==> src/sdl_pkg.sv <==
/*
  sdl_pkg: register map, field positions, reset values and shared types
  for the modulator configuration and lock detector block.
  assumes a 32-bit classic wishbone slave with word-aligned registers.
*/
package sdl_pkg;

    // ========================================================
    // register indices (byte address = 4 * index)
    localparam logic [5:0] SDL_IDX_INT_DIV  = 6'h03;
    localparam logic [5:0] SDL_IDX_FRAC_DIV = 6'h04;
    localparam logic [5:0] SDL_IDX_VCO_SPI  = 6'h05;
    localparam logic [5:0] SDL_IDX_MOD_CFG  = 6'h06;
    localparam logic [5:0] SDL_IDX_LOCK_CTL = 6'h07;
    localparam logic [5:0] SDL_IDX_STATUS   = 6'h10;
    localparam logic [5:0] SDL_IDX_MASK     = 6'h11;
    localparam logic [5:0] SDL_IDX_STATE    = 6'h12;

    // ========================================================
    // reset values
    localparam logic [23:0] SDL_RST_INT_DIV  = 24'h00_0019;
    localparam logic [23:0] SDL_RST_FRAC_DIV = 24'h00_0000;
    localparam logic [23:0] SDL_RST_VCO_SPI  = 24'h00_0000;
    localparam logic [23:0] SDL_RST_MOD_CFG  = 24'h20_0b4a;
    localparam logic [23:0] SDL_RST_LOCK_CTL = 24'h00_014d;

    // ========================================================
    // field positions
    localparam int SDL_MOD_SEED_LO   = 0;
    localparam int SDL_MOD_SEED_HI   = 1;
    localparam int SDL_MOD_SKIP      = 7;
    localparam int SDL_MOD_SEED_LOAD = 8;
    localparam int SDL_MOD_CORE_ON   = 11;
    localparam int SDL_LCK_THR_LO    = 0;
    localparam int SDL_LCK_THR_HI    = 2;
    localparam int SDL_LCK_ON        = 3;
    localparam int SDL_VCO_ADR_HI    = 6;
    localparam int SDL_INT_DIV_W     = 19;
    localparam int SDL_VCO_SPI_W     = 16;

    // status / mask bits
    localparam int SDL_EV_LOCKED  = 0;
    localparam int SDL_EV_UNLOCK  = 1;
    localparam int SDL_EV_AUTOCAL = 2;
    localparam int SDL_EV_SEED    = 3;
    localparam int SDL_EV_W       = 4;

    // ========================================================
    // seed values
    localparam logic [23:0] SDL_SEED_ZERO = 24'h00_0000;
    localparam logic [23:0] SDL_SEED_LSB  = 24'h00_0001;
    localparam logic [23:0] SDL_SEED_A    = 24'hb2_9d08;
    localparam logic [23:0] SDL_SEED_B    = 24'h50_f1cd;

    // consecutive in-window thresholds
    localparam int SDL_CNT_W = 17;
    localparam logic [16:0] SDL_THR_0 = 17'h0_0005;
    localparam logic [16:0] SDL_THR_1 = 17'h0_0020;
    localparam logic [16:0] SDL_THR_2 = 17'h0_0060;
    localparam logic [16:0] SDL_THR_3 = 17'h0_0100;
    localparam logic [16:0] SDL_THR_4 = 17'h0_0200;
    localparam logic [16:0] SDL_THR_5 = 17'h0_0800;
    localparam logic [16:0] SDL_THR_6 = 17'h0_2000;
    localparam logic [16:0] SDL_THR_7 = 17'h0_ffff;

    // ========================================================
    // types
    typedef struct packed {
        logic valid;
        logic in_window;
    } sdl_cmp_t;

    typedef struct packed {
        logic [16:0] count;
        logic        locked;
    } sdl_lock_st_t;

endpackage : sdl_pkg

==> src/sdl_core.sv <==
/*
  sdl_core: modulator configuration and lock detect register bank with
  a classic wishbone slave, seed staging, autocal trigger and interrupt.
  assumes one clock (the phase detector reference) and a synchronous reset.
*/
// Our own choice: the Wishbone register port.
`timescale 1ns/1ns
`default_nettype none
module sdl_core (
    // clock and reset
    input  wire logic               clk_i,
    input  wire logic               rst_i,
    // wishbone slave
    input  wire logic               cyc_i,
    input  wire logic               stb_i,
    input  wire logic               we_i,
    input  wire logic [7:0]         adr_i,
    input  wire logic [3:0]         sel_i,
    input  wire logic [31:0]        dat_i,
    output logic [31:0]             dat_o,
    output logic                    ack_o,
    // modulator side
    input  wire logic [3:0]         mod_step_i,
    output logic [3:0]              div_step_o,
    output logic                    modulator_path_skip_o,
    output logic                    fractional_core_on_o,
    output logic                    mod_clk_en_o,
    output logic [23:0]             seed_value_o,
    output logic                    seed_load_o,
    output logic                    autocal_start_o,
    output logic [18:0]             int_div_o,
    output logic [23:0]             frac_div_o,
    // lock detector side
    input  wire sdl_pkg::sdl_cmp_t  cmp_i,
    output logic                    lock_o,
    // interrupt
    output logic                    irq_o
);
    import sdl_pkg::*;

    // ========================================================
    // helpers
    function automatic logic [23:0] seed_of(input logic [1:0] c);
        case (c)
            2'h0:    seed_of = SDL_SEED_ZERO;
            2'h1:    seed_of = SDL_SEED_LSB;
            2'h2:    seed_of = SDL_SEED_A;
            default: seed_of = SDL_SEED_B;
        endcase
    endfunction : seed_of

    function automatic logic [23:0] merge(input logic [23:0] old,
                                          input logic [31:0] wd,
                                          input logic [3:0]  sel);
        logic [23:0] r;
        r = old;
        if (sel[0]) r[7:0]   = wd[7:0];
        if (sel[1]) r[15:8]  = wd[15:8];
        if (sel[2]) r[23:16] = wd[23:16];
        merge = r;
    endfunction : merge

    // ========================================================
    // state
    typedef struct packed {
        logic [23:0]        int_div;
        logic [23:0]        frac_div;
        logic [23:0]        vco_spi;
        logic [23:0]        mod_cfg;
        logic [23:0]        lock_ctl;
        logic [SDL_EV_W-1:0] status;
        logic [SDL_EV_W-1:0] mask;
        logic               armed;
        logic [23:0]        seed;
        logic               seed_load;
        logic               autocal;
        logic [3:0]         div_step;
        logic               lock_prev;
        logic               ack;
        logic [31:0]        rdat;
        logic               irq;
    } sdl_core_st_t;

    sdl_core_st_t st_q;
    sdl_core_st_t st_d;

    logic       locked;
    logic       req;
    logic       wr;
    logic [5:0] idx;

    assign req = cyc_i && stb_i && !st_q.ack;
    assign wr  = req && we_i;
    assign idx = adr_i[7:2];

    // ========================================================
    // lock detector
    sdl_lock_det u_lock (
        .clk_i    (clk_i),
        .rst_i    (rst_i),
        .enable_i (st_q.lock_ctl[SDL_LCK_ON]),
        .code_i   (st_q.lock_ctl[SDL_LCK_THR_HI:SDL_LCK_THR_LO]),
        .cmp_i    (cmp_i),
        .locked_o (locked)
    );

    // ========================================================
    // next state
    always_comb begin
        logic                trig;
        logic [SDL_EV_W-1:0] ev;
        logic [SDL_EV_W-1:0] clr;
        logic [23:0]         vco_new;
        trig    = 1'b0;
        ev      = '0;
        clr     = '0;
        vco_new = '0;
        st_d    = st_q;

        st_d.ack       = req;
        st_d.seed_load = 1'b0;
        st_d.autocal   = 1'b0;

        // register writes merge byte lanes; int_div and vco_spi bits above their widths are cleared
        if (wr) begin
            case (idx)
                SDL_IDX_INT_DIV: begin
                    st_d.int_div = merge(st_q.int_div, dat_i, sel_i);
                    st_d.int_div[23:SDL_INT_DIV_W] = '0;
                    trig = !st_q.mod_cfg[SDL_MOD_CORE_ON];
                end
                SDL_IDX_FRAC_DIV: begin
                    st_d.frac_div = merge(st_q.frac_div, dat_i, sel_i);
                    trig = st_q.mod_cfg[SDL_MOD_CORE_ON];
                end
                SDL_IDX_VCO_SPI: begin
                    vco_new = merge(st_q.vco_spi, dat_i, sel_i);
                    vco_new[23:SDL_VCO_SPI_W] = '0;
                    st_d.vco_spi = vco_new;
                    st_d.armed = (vco_new[SDL_VCO_ADR_HI:0] == 7'h00);
                end
                SDL_IDX_MOD_CFG: begin
                    st_d.mod_cfg = merge(st_q.mod_cfg, dat_i, sel_i);
                end
                SDL_IDX_LOCK_CTL: begin
                    st_d.lock_ctl = merge(st_q.lock_ctl, dat_i, sel_i);
                end
                SDL_IDX_STATUS: begin
                    if (sel_i[0]) clr = dat_i[SDL_EV_W-1:0];
                end
                SDL_IDX_MASK: begin
                    if (sel_i[0]) st_d.mask = dat_i[SDL_EV_W-1:0];
                end
                default: begin
                end
            endcase
        end

        // frequency change: trigger write, autocal only once armed
        if (trig) begin
            if (st_q.armed) begin
                st_d.autocal = 1'b1;
                ev[SDL_EV_AUTOCAL] = 1'b1;
            end
            if (st_q.mod_cfg[SDL_MOD_SEED_LOAD]) begin
                st_d.seed = seed_of(st_q.mod_cfg[SDL_MOD_SEED_HI:SDL_MOD_SEED_LO]);
                st_d.seed_load = 1'b1;
                ev[SDL_EV_SEED] = 1'b1;
            end
        end

        // divider ignores modulator output while bypassed
        if (st_q.mod_cfg[SDL_MOD_SKIP]) begin
            st_d.div_step = 4'h0;
        end else begin
            st_d.div_step = mod_step_i;
        end

        // lock events
        st_d.lock_prev = locked;
        ev[SDL_EV_LOCKED] = locked && !st_q.lock_prev;
        ev[SDL_EV_UNLOCK] = !locked && st_q.lock_prev;

        // sticky status, set wins over clear
        st_d.status = (st_q.status & ~clr) | ev;
        st_d.irq    = |(st_d.status & st_d.mask);

        // read data
        st_d.rdat = '0;
        if (req && !we_i) begin
            case (idx)
                SDL_IDX_INT_DIV:  st_d.rdat = {8'h00, st_q.int_div};
                SDL_IDX_FRAC_DIV: st_d.rdat = {8'h00, st_q.frac_div};
                SDL_IDX_VCO_SPI:  st_d.rdat = {8'h00, st_q.vco_spi};
                SDL_IDX_MOD_CFG:  st_d.rdat = {8'h00, st_q.mod_cfg};
                SDL_IDX_LOCK_CTL: st_d.rdat = {8'h00, st_q.lock_ctl};
                SDL_IDX_STATUS:   st_d.rdat = {28'h000_0000, st_q.status};
                SDL_IDX_MASK:     st_d.rdat = {28'h000_0000, st_q.mask};
                SDL_IDX_STATE:    st_d.rdat = {30'h0000_0000, st_q.armed, locked};
                default:          st_d.rdat = '0;
            endcase
        end
    end

    always_ff @(posedge clk_i) begin
        if (rst_i) begin
            st_q          <= '0;
            st_q.int_div  <= SDL_RST_INT_DIV;
            st_q.frac_div <= SDL_RST_FRAC_DIV;
            st_q.vco_spi  <= SDL_RST_VCO_SPI;
            st_q.mod_cfg  <= SDL_RST_MOD_CFG;
            st_q.lock_ctl <= SDL_RST_LOCK_CTL;
        end else begin
            st_q <= st_d;
        end
    end

    // ========================================================
    // outputs
    assign dat_o                 = st_q.rdat;
    assign ack_o                 = st_q.ack;
    assign div_step_o            = st_q.div_step;
    assign modulator_path_skip_o = st_q.mod_cfg[SDL_MOD_SKIP];
    assign fractional_core_on_o  = st_q.mod_cfg[SDL_MOD_CORE_ON];
    assign mod_clk_en_o          = st_q.mod_cfg[SDL_MOD_CORE_ON];
    assign seed_value_o          = st_q.seed;
    assign seed_load_o           = st_q.seed_load;
    assign autocal_start_o       = st_q.autocal;
    assign int_div_o             = st_q.int_div[SDL_INT_DIV_W-1:0];
    assign frac_div_o            = st_q.frac_div;
    assign lock_o                = locked;
    assign irq_o                 = st_q.irq;

endmodule : sdl_core
`default_nettype wire

==> src/sdl_lock_det.sv <==
/*
  sdl_lock_det: consecutive in-window comparison counter and lock flag.
  assumes comparison results arrive on clk_i as one-cycle valid pulses.
*/
`timescale 1ns/1ns
`default_nettype none
module sdl_lock_det (
    // clock and reset
    input  wire logic               clk_i,
    input  wire logic               rst_i,
    // control
    input  wire logic               enable_i,
    input  wire logic [2:0]         code_i,
    input  wire sdl_pkg::sdl_cmp_t  cmp_i,
    // result
    output logic                    locked_o
);
    import sdl_pkg::*;

    // ========================================================
    // threshold decode
    function automatic logic [16:0] thr_of(input logic [2:0] c);
        case (c)
            3'h0:    thr_of = SDL_THR_0;
            3'h1:    thr_of = SDL_THR_1;
            3'h2:    thr_of = SDL_THR_2;
            3'h3:    thr_of = SDL_THR_3;
            3'h4:    thr_of = SDL_THR_4;
            3'h5:    thr_of = SDL_THR_5;
            3'h6:    thr_of = SDL_THR_6;
            default: thr_of = SDL_THR_7;
        endcase
    endfunction : thr_of

    // ========================================================
    // state
    sdl_lock_st_t st_q;
    sdl_lock_st_t st_d;

    always_comb begin
        st_d = st_q;
        if (!enable_i) begin
            st_d.count  = '0;
            st_d.locked = 1'b0;
        end else if (cmp_i.valid) begin
            if (!cmp_i.in_window) begin
                st_d.count  = '0;
                st_d.locked = 1'b0;
            end else if (st_q.count < thr_of(code_i)) begin
                st_d.count = st_q.count + 17'h0_0001;
                if (st_d.count >= thr_of(code_i)) begin
                    st_d.locked = 1'b1;
                end
            end
        end
    end

    always_ff @(posedge clk_i) begin
        if (rst_i) begin
            st_q <= '0;
        end else begin
            st_q <= st_d;
        end
    end

    assign locked_o = st_q.locked;

endmodule : sdl_lock_det
`default_nettype wire

==> config.mk <==
export PLATFORM = sky130hd
export DESIGN_NAME = sdl_core
export DESIGN_NICKNAME = d
export VERILOG_FILES = /design/src/sdl_pkg.sv /design/src/sdl_core.sv /design/src/sdl_lock_det.sv
export SDC_FILE = /design/constraint.sdc
export NUM_CORES = 1
export LEC_CHECK = 0
export ABC_AREA = 1
export ABC_CLOCK_PERIOD_IN_PS = 3200
export BUFFER_PORTS_ARGS = -buffer_cell sky130_fd_sc_hd__buf_2
export CAP_MARGIN = 10
export CORE_UTILIZATION = 40
export DETAILED_ROUTE_END_ITERATION = 6
export PLACE_DENSITY = 0.58
export SKIP_CTS_REPAIR_TIMING = 1
export SYNTH_ARGS = -nofsm -noshare
export SYNTH_HDL_FRONTEND = slang
export SYNTH_SLANG_ARGS = --single-unit
==> constraint.sdc <==
create_clock -name clk_i -period 3.2 [get_ports clk_i]
set_input_delay 0.96 -clock clk_i [delete_from_list [all_inputs] [get_ports clk_i]]
set_output_delay 0.96 -clock clk_i [all_outputs]
set_load 0.05 [all_outputs]
# Word-level counts from Yosys, hierarchy flattened
# Cells that the tools add are included.
# W data, S select, Z words.
[word_totals]
elab_cells = 123
ff_bits = 199
input_bits = 55
output_inout_bits = 111
[classes]
n_reduce_logical = 37
n_eq_ne = 19
order_cmp = 2
n_addsub = 1
muxes = 29
bitwise = 7
[ops]
columns = ["op", "n"]
rows = [
  ["$pmux W24 S8", 1],
  ["$mux W17", 7],
  ["$pmux W16 S7", 1],
  ["$pmux W24 S3", 1],
  ["$reduce_and A3 Y1", 15],
  ["$mux W18", 2],
  ["$eq A6 B3 Y1 const B", 4],
  ["$mux W8", 3],
  ["$mux W4", 5],
  ["$eq A6 B5 Y1 const B", 3],
  ["$add A17 B1 Y17 const B", 1],
  ["$ge A17 B17 Y1", 1],
  ["$lt A17 B17 Y1", 1],
  ["$eq A3 B3 Y1 const B", 3],
  ["$and A4 B4 Y4", 2],
  ["$reduce_or A2 Y1", 4],
  ["$logic_not A7 Y1", 1],
  ["$eq A3 B2 Y1 const B", 2],
  ["$eq A6 B2 Y1 const B", 1],
  ["$logic_and A1 B1 Y1", 6],
  ["$mux W1", 6],
  ["$reduce_and A2 Y1", 3],
  ["$logic_not A1 Y1", 5],
  ["$mux W5", 1],
  ["13 further kinds", 16],
]

# Longest topological paths before layout
[depth]
depth_word = 14
depth_mapped = 20

# Modules after synthesis
# A second synthesis with hierarchy kept.
[hier_totals]
hier_cells = 1178
hier_area_um2 = 8779.7
[modules_own_cells]
columns = ["mod", "instances", "seq_area_each_um2", "cells_each", "area_each_um2"]
rows = [
  ["sdl_core", 1, 3062.9, 900, 6902.9],
  ["sdl_lock_det", 1, 360.3, 278, 1876.8],
]

# Worst setup path after synthesis
# OpenSTA, ideal clock, no wires.
[synth_path]
path_kind = "flip-flop to flip-flop"
start = "register u_lock.st_q[1] (netlist bit)"
end = "register u_lock.st_q, in the netlist u_lock.locked_o"
synth_period_minus_slack_ps = 2517
n_path_buf = 0
setup_time_ps = 70
path_slack_ps = 683
arrival_ps = 2447
path_stages_with_launch = 20
cell_sequence = "dfxtp_1 ha_1 nand3_1 nor2_2 inv_1 nor2_1 nand2_1 xor2_1 inv_1 ha_1 nand2_1 inv_1 nand2_1 nor3_1 nand4_1 nor2_1 nor2_1 nand3_1 nand2_1 a21oi_1"
[synth_via]
elab_chain_cells = 4
word_cells_on_any_way = 6
cone_classes = "add/sub (1); order compare (2); eq/ne (2); reduce/logical (1)"
[synth_rtl]
columns = ["element", "line", "text"]
rows = [
  ["start, declared", "sdl_lock_det.sv:37", "sdl_lock_st_t st_q;"],
  ["start signal, assigned", "sdl_lock_det.sv:62", "st_q <= st_d;"],
  ["$add A17 B1 Y17", "sdl_lock_det.sv:50", "st_d.count = st_q.count + 17'h0_0001;"],
  ["$ge A17 B17 Y1", "sdl_lock_det.sv:51", "if (st_d.count >= thr_of(code_i)) begin"],
  ["$ne A2 B1 Y1 (no line)", "-", ""],
  ["$reduce_and A3 Y1 (no line) (*)", "-", ""],
]
# Mark *: on every way between the ends. The rest lies on a longest branch, timed or not.
# A chain may end at the register's enable or synchronous reset.

# Worst setup path in the final report
# Same ends and word-level chain as after synthesis.

==> results.toml <==
[status]
status = "finished, final reports clean"

[clocking]
clk_pin_slew_worst_paths_ns = 0.07
insertion_delay_ns = 0.43
ctsRootBufferMaster = "clkbuf_16"
cts_tree = "done"
cts_buffers = 17
cts_buffer_depth = 2
cts.sinks = 171
htree_levels = 4

[critical_path]
startpoint = "u_lock.st_q[1]$_SDFFE_PP0P_"
cp.arrival_ns = 3.23
cp-end-kind = "flop"
r2r-start = "u_lock.st_q[1]$_SDFFE_PP0P_"
startpoint_type = "flop"
critical_path_class = "reg2reg"
cp.required_ns = 3.57
cp_max_fo = 6

[hold_path]
min_from = "st_q[111]$_SDFFE_PP0P_"
hp-class = "reg2reg"

[pwr]
p_switching_mw = 1.190
pwr-share-seq_pct = 48.3
internal_power_mw = 3.228
power_leakage_nw = 4.476
switching_share_pct = 26.94
power.density_nw_per_um2 = 459.2
clockPowerShare_pct = 46.5
peakVddDrop_mv = 0.3060
p_comb_share_pct = 5.2

[place]
io_buffers = 139
dp.final_hpwl_um = 16610
pre_cts_ws_ns = 0.3405
placed_cell_area_sq_um = 9035
place_inst = 1473
gp_congestion = 0.8493

[global_route]
grt_max_degree = 77
grt_pass1_wl_um = 36740
grt_pass1_vias = 6804
grt-ovfl-total = 0
antenna_found_initial = 2
grt_usage_pct = 21.52

[yosys]
ys_top_cells_by_area = "dfxtp_1 40%, buf_4 9.1%, nor2_1 8.0%"
synth-warning-count = 0
syn_area_sq_um = 8583
avgSynthCellArea_sq_um = 7.496
synthArstFlopShare_pct = 0
synth_flop_cell = "dfxtp_1"
synth-edff-count = 0
post-synth-top-count-cell = "nor2_1"
seq_area_frac_synth_pct = 39.88
synth_top_cell_by_area = "dfxtp_1"
ys_seq_elements = 171
netlist_top_cells_count = "183 x nor2_1, 171 x dfxtp_1, 166 x nand2_1, 112 x o21ai_0, 104 x buf_4"
synth_cell_types = 39
synth_top_area_share_pct = 39.88
synthCells = 1145

[sta]
max_freq_ghz = 0.3495
setup_violations = 0
worst_pin_slew_ns = 0.6133
setup_ws_ns = 0.3390
tns_ns = 0
hold_viol_final = 0
drv_slew = 0
rsz0062_at_grt = "false"
period_share_pct = 89.41
fin_skew_ns = 0.006597
period_needed_ns = 2.861
relSlewSlack_pct = 59.11

[floorplanning]
dieArea_sq_um = 22050
placementRows = 53
pin_count = 166
die_w_um = 148.5
initial_core_util_pct = 40.83
die_h_um = 148.5
coreArea_sq_um = 21020

[cells_and_area]
drive_gt1_share_pct = 20.57
fillCellCount = 2159
post-route-util_pct = 45.77
synthToLayoutAreaGrowth_pct = 12.10
nets = 1302
final_area_sq_um = 9622
stdcell_count = 1507

[detailed_routing]
via_count = 7553
first_iter_violations = 473
wl_per_cell_um = 15.61
first_pass_iters = 4
postRouteAntennaNets = 0
wirelength_um = 23530
routed_via_density = 5.012
drc = 0

[flow_run]
maxCapViolations = 0
stage by stage:
| step | total power [mW] | hold slack (ns) |
|---|---|---|
| 6_report | 4.418 | 0.4504 |
| 5_1_grt | 4.558 | 0.4682 |
| 2_1_floorplan | 2.349 | 0.4236 |
| 4_1_cts | 4.452 | 0.4500 |
| 3_5_place_dp | 2.413 | 0.4395 |
| 3_3_place_gp | 2.412 | 0.4347 |
sequential cells by signal, summed over array words and instances, names as in the netlist:
name / count
div_step_o: 4
fractional_core_on_o: 1
seed_value_o: 4
u_lock.locked_o: 1
autocal_start_o: 1
int_div_o: 19
st_q: 72
seed_load_o: 1
ack_o: 1
dat_o: 24
irq_o: 1
u_lock.st_q: 17
modulator_path_skip_o: 1
frac_div_o: 24
cell type report:
type	instances	area, sq um	area share [%]
Sequential cell	171	3423	35.58
Multi-Input combinational cell	743	3880	40.33
Antenna cell	2	5.005	0.05202
Clock buffer	18	429.2	4.460
Tap cell	275	344.1	3.576
Inverter	109	409.1	4.252
Clock inverter	14	152.6	1.586
Timing Repair Buffer	175	978.4	10.17
path summary, 6_finish.rpt:
kind	cells after the start	to	slack, ns
worst max-delay path	19	u_lock.locked_o$_SDFFE_PP0P_	0.34
worst min-delay path	2	st_q[111]$_SDFFE_PP0P_	0.45
worst max register to register	19	u_lock.locked_o$_SDFFE_PP0P_	0.34
worst min register to register	2	st_q[111]$_SDFFE_PP0P_	0.45
layout by cell type, fill, tap and decap left out, types with 6 or more instances in the layout:
| cell | Yosys | routed |
|---|---|---|
| inv_2 | 5 | 6 |
| nand3_1 | 27 | 27 |
| a31oi_1 | 11 | 11 |
| a21oi_2 | 10 | 10 |
| buf_4 | 104 | 35 |
| nand3_2 | 12 | 12 |
| o21ai_0 | 112 | 112 |
| nand4_1 | 6 | 6 |
| nor2_1 | 183 | 183 |
| dfxtp_1 | 171 | 171 |
| nor3_1 | 11 | 11 |
| a221oi_1 | 7 | 7 |
| o211ai_1 | 8 | 8 |
| o22ai_1 | 12 | 12 |
| a21oi_1 | 64 | 64 |
| clkbuf_16 | 0 | 17 |
| nor2_2 | 9 | 9 |
| conb_1 | 1 | 15 |
| a22oi_1 | 15 | 15 |
| a211oi_1 | 6 | 6 |
| buf_2 | 9 | 139 |
| xor2_1 | 11 | 11 |
| nand2_1 | 166 | 166 |
| inv_1 | 101 | 100 |
| ha_1 | 30 | 30 |
metal layers:
| layer | track usage, % | routed length, um |
|---|---|---|
| met3 | 3.528 | 1287 |
| met4 | 7.113 | 355 |
| met1 | 31.24 | 11720 |
| met5 | 0 | 0 |
| met2 | 32.06 | 10160 |
worst max-delay path, cell delays in order (launching register included):
cell     delay [ns]
dfxtp_1        0.43
ha_1           0.23
nand3_1        0.16
nor2_2         0.19
inv_1          0.06
nor2_1         0.17
nand2_1        0.09
xor2_1         0.14
inv_1          0.07
ha_1           0.29
nand2_1        0.07
inv_1          0.08
nand2_1        0.05
nor3_1         0.21
nand4_1        0.16
nor2_1         0.11
nor2_1         0.05
nand3_1        0.06
nand2_1        0.07
a21oi_1        0.11
logic make-up (layout without fill, tap and decap cells):
logic type	after synthesis	after routing	share of synthesized area [%]
flops	171	171	39.88
compound gates	259	259	17.52
other cells	1	17	0.04369
simple gates	426	426	21.28
fa+ha+maj	30	30	4.373
xor+xnor	13	13	1.327
buf+inv	245	316	15.57
power by group through the flow:
stage               sequential (mW)  combinational, mW  clock (mW)
global placement               2.19              0.227           0
finish                         2.14              0.228        2.05
global route                   2.14              0.247        2.17
CTS                            2.14              0.228        2.09
floorplan                      2.19              0.162           0
detailed placement             2.19              0.227           0
Note: power is estimated with default switching activity, not from simulation.
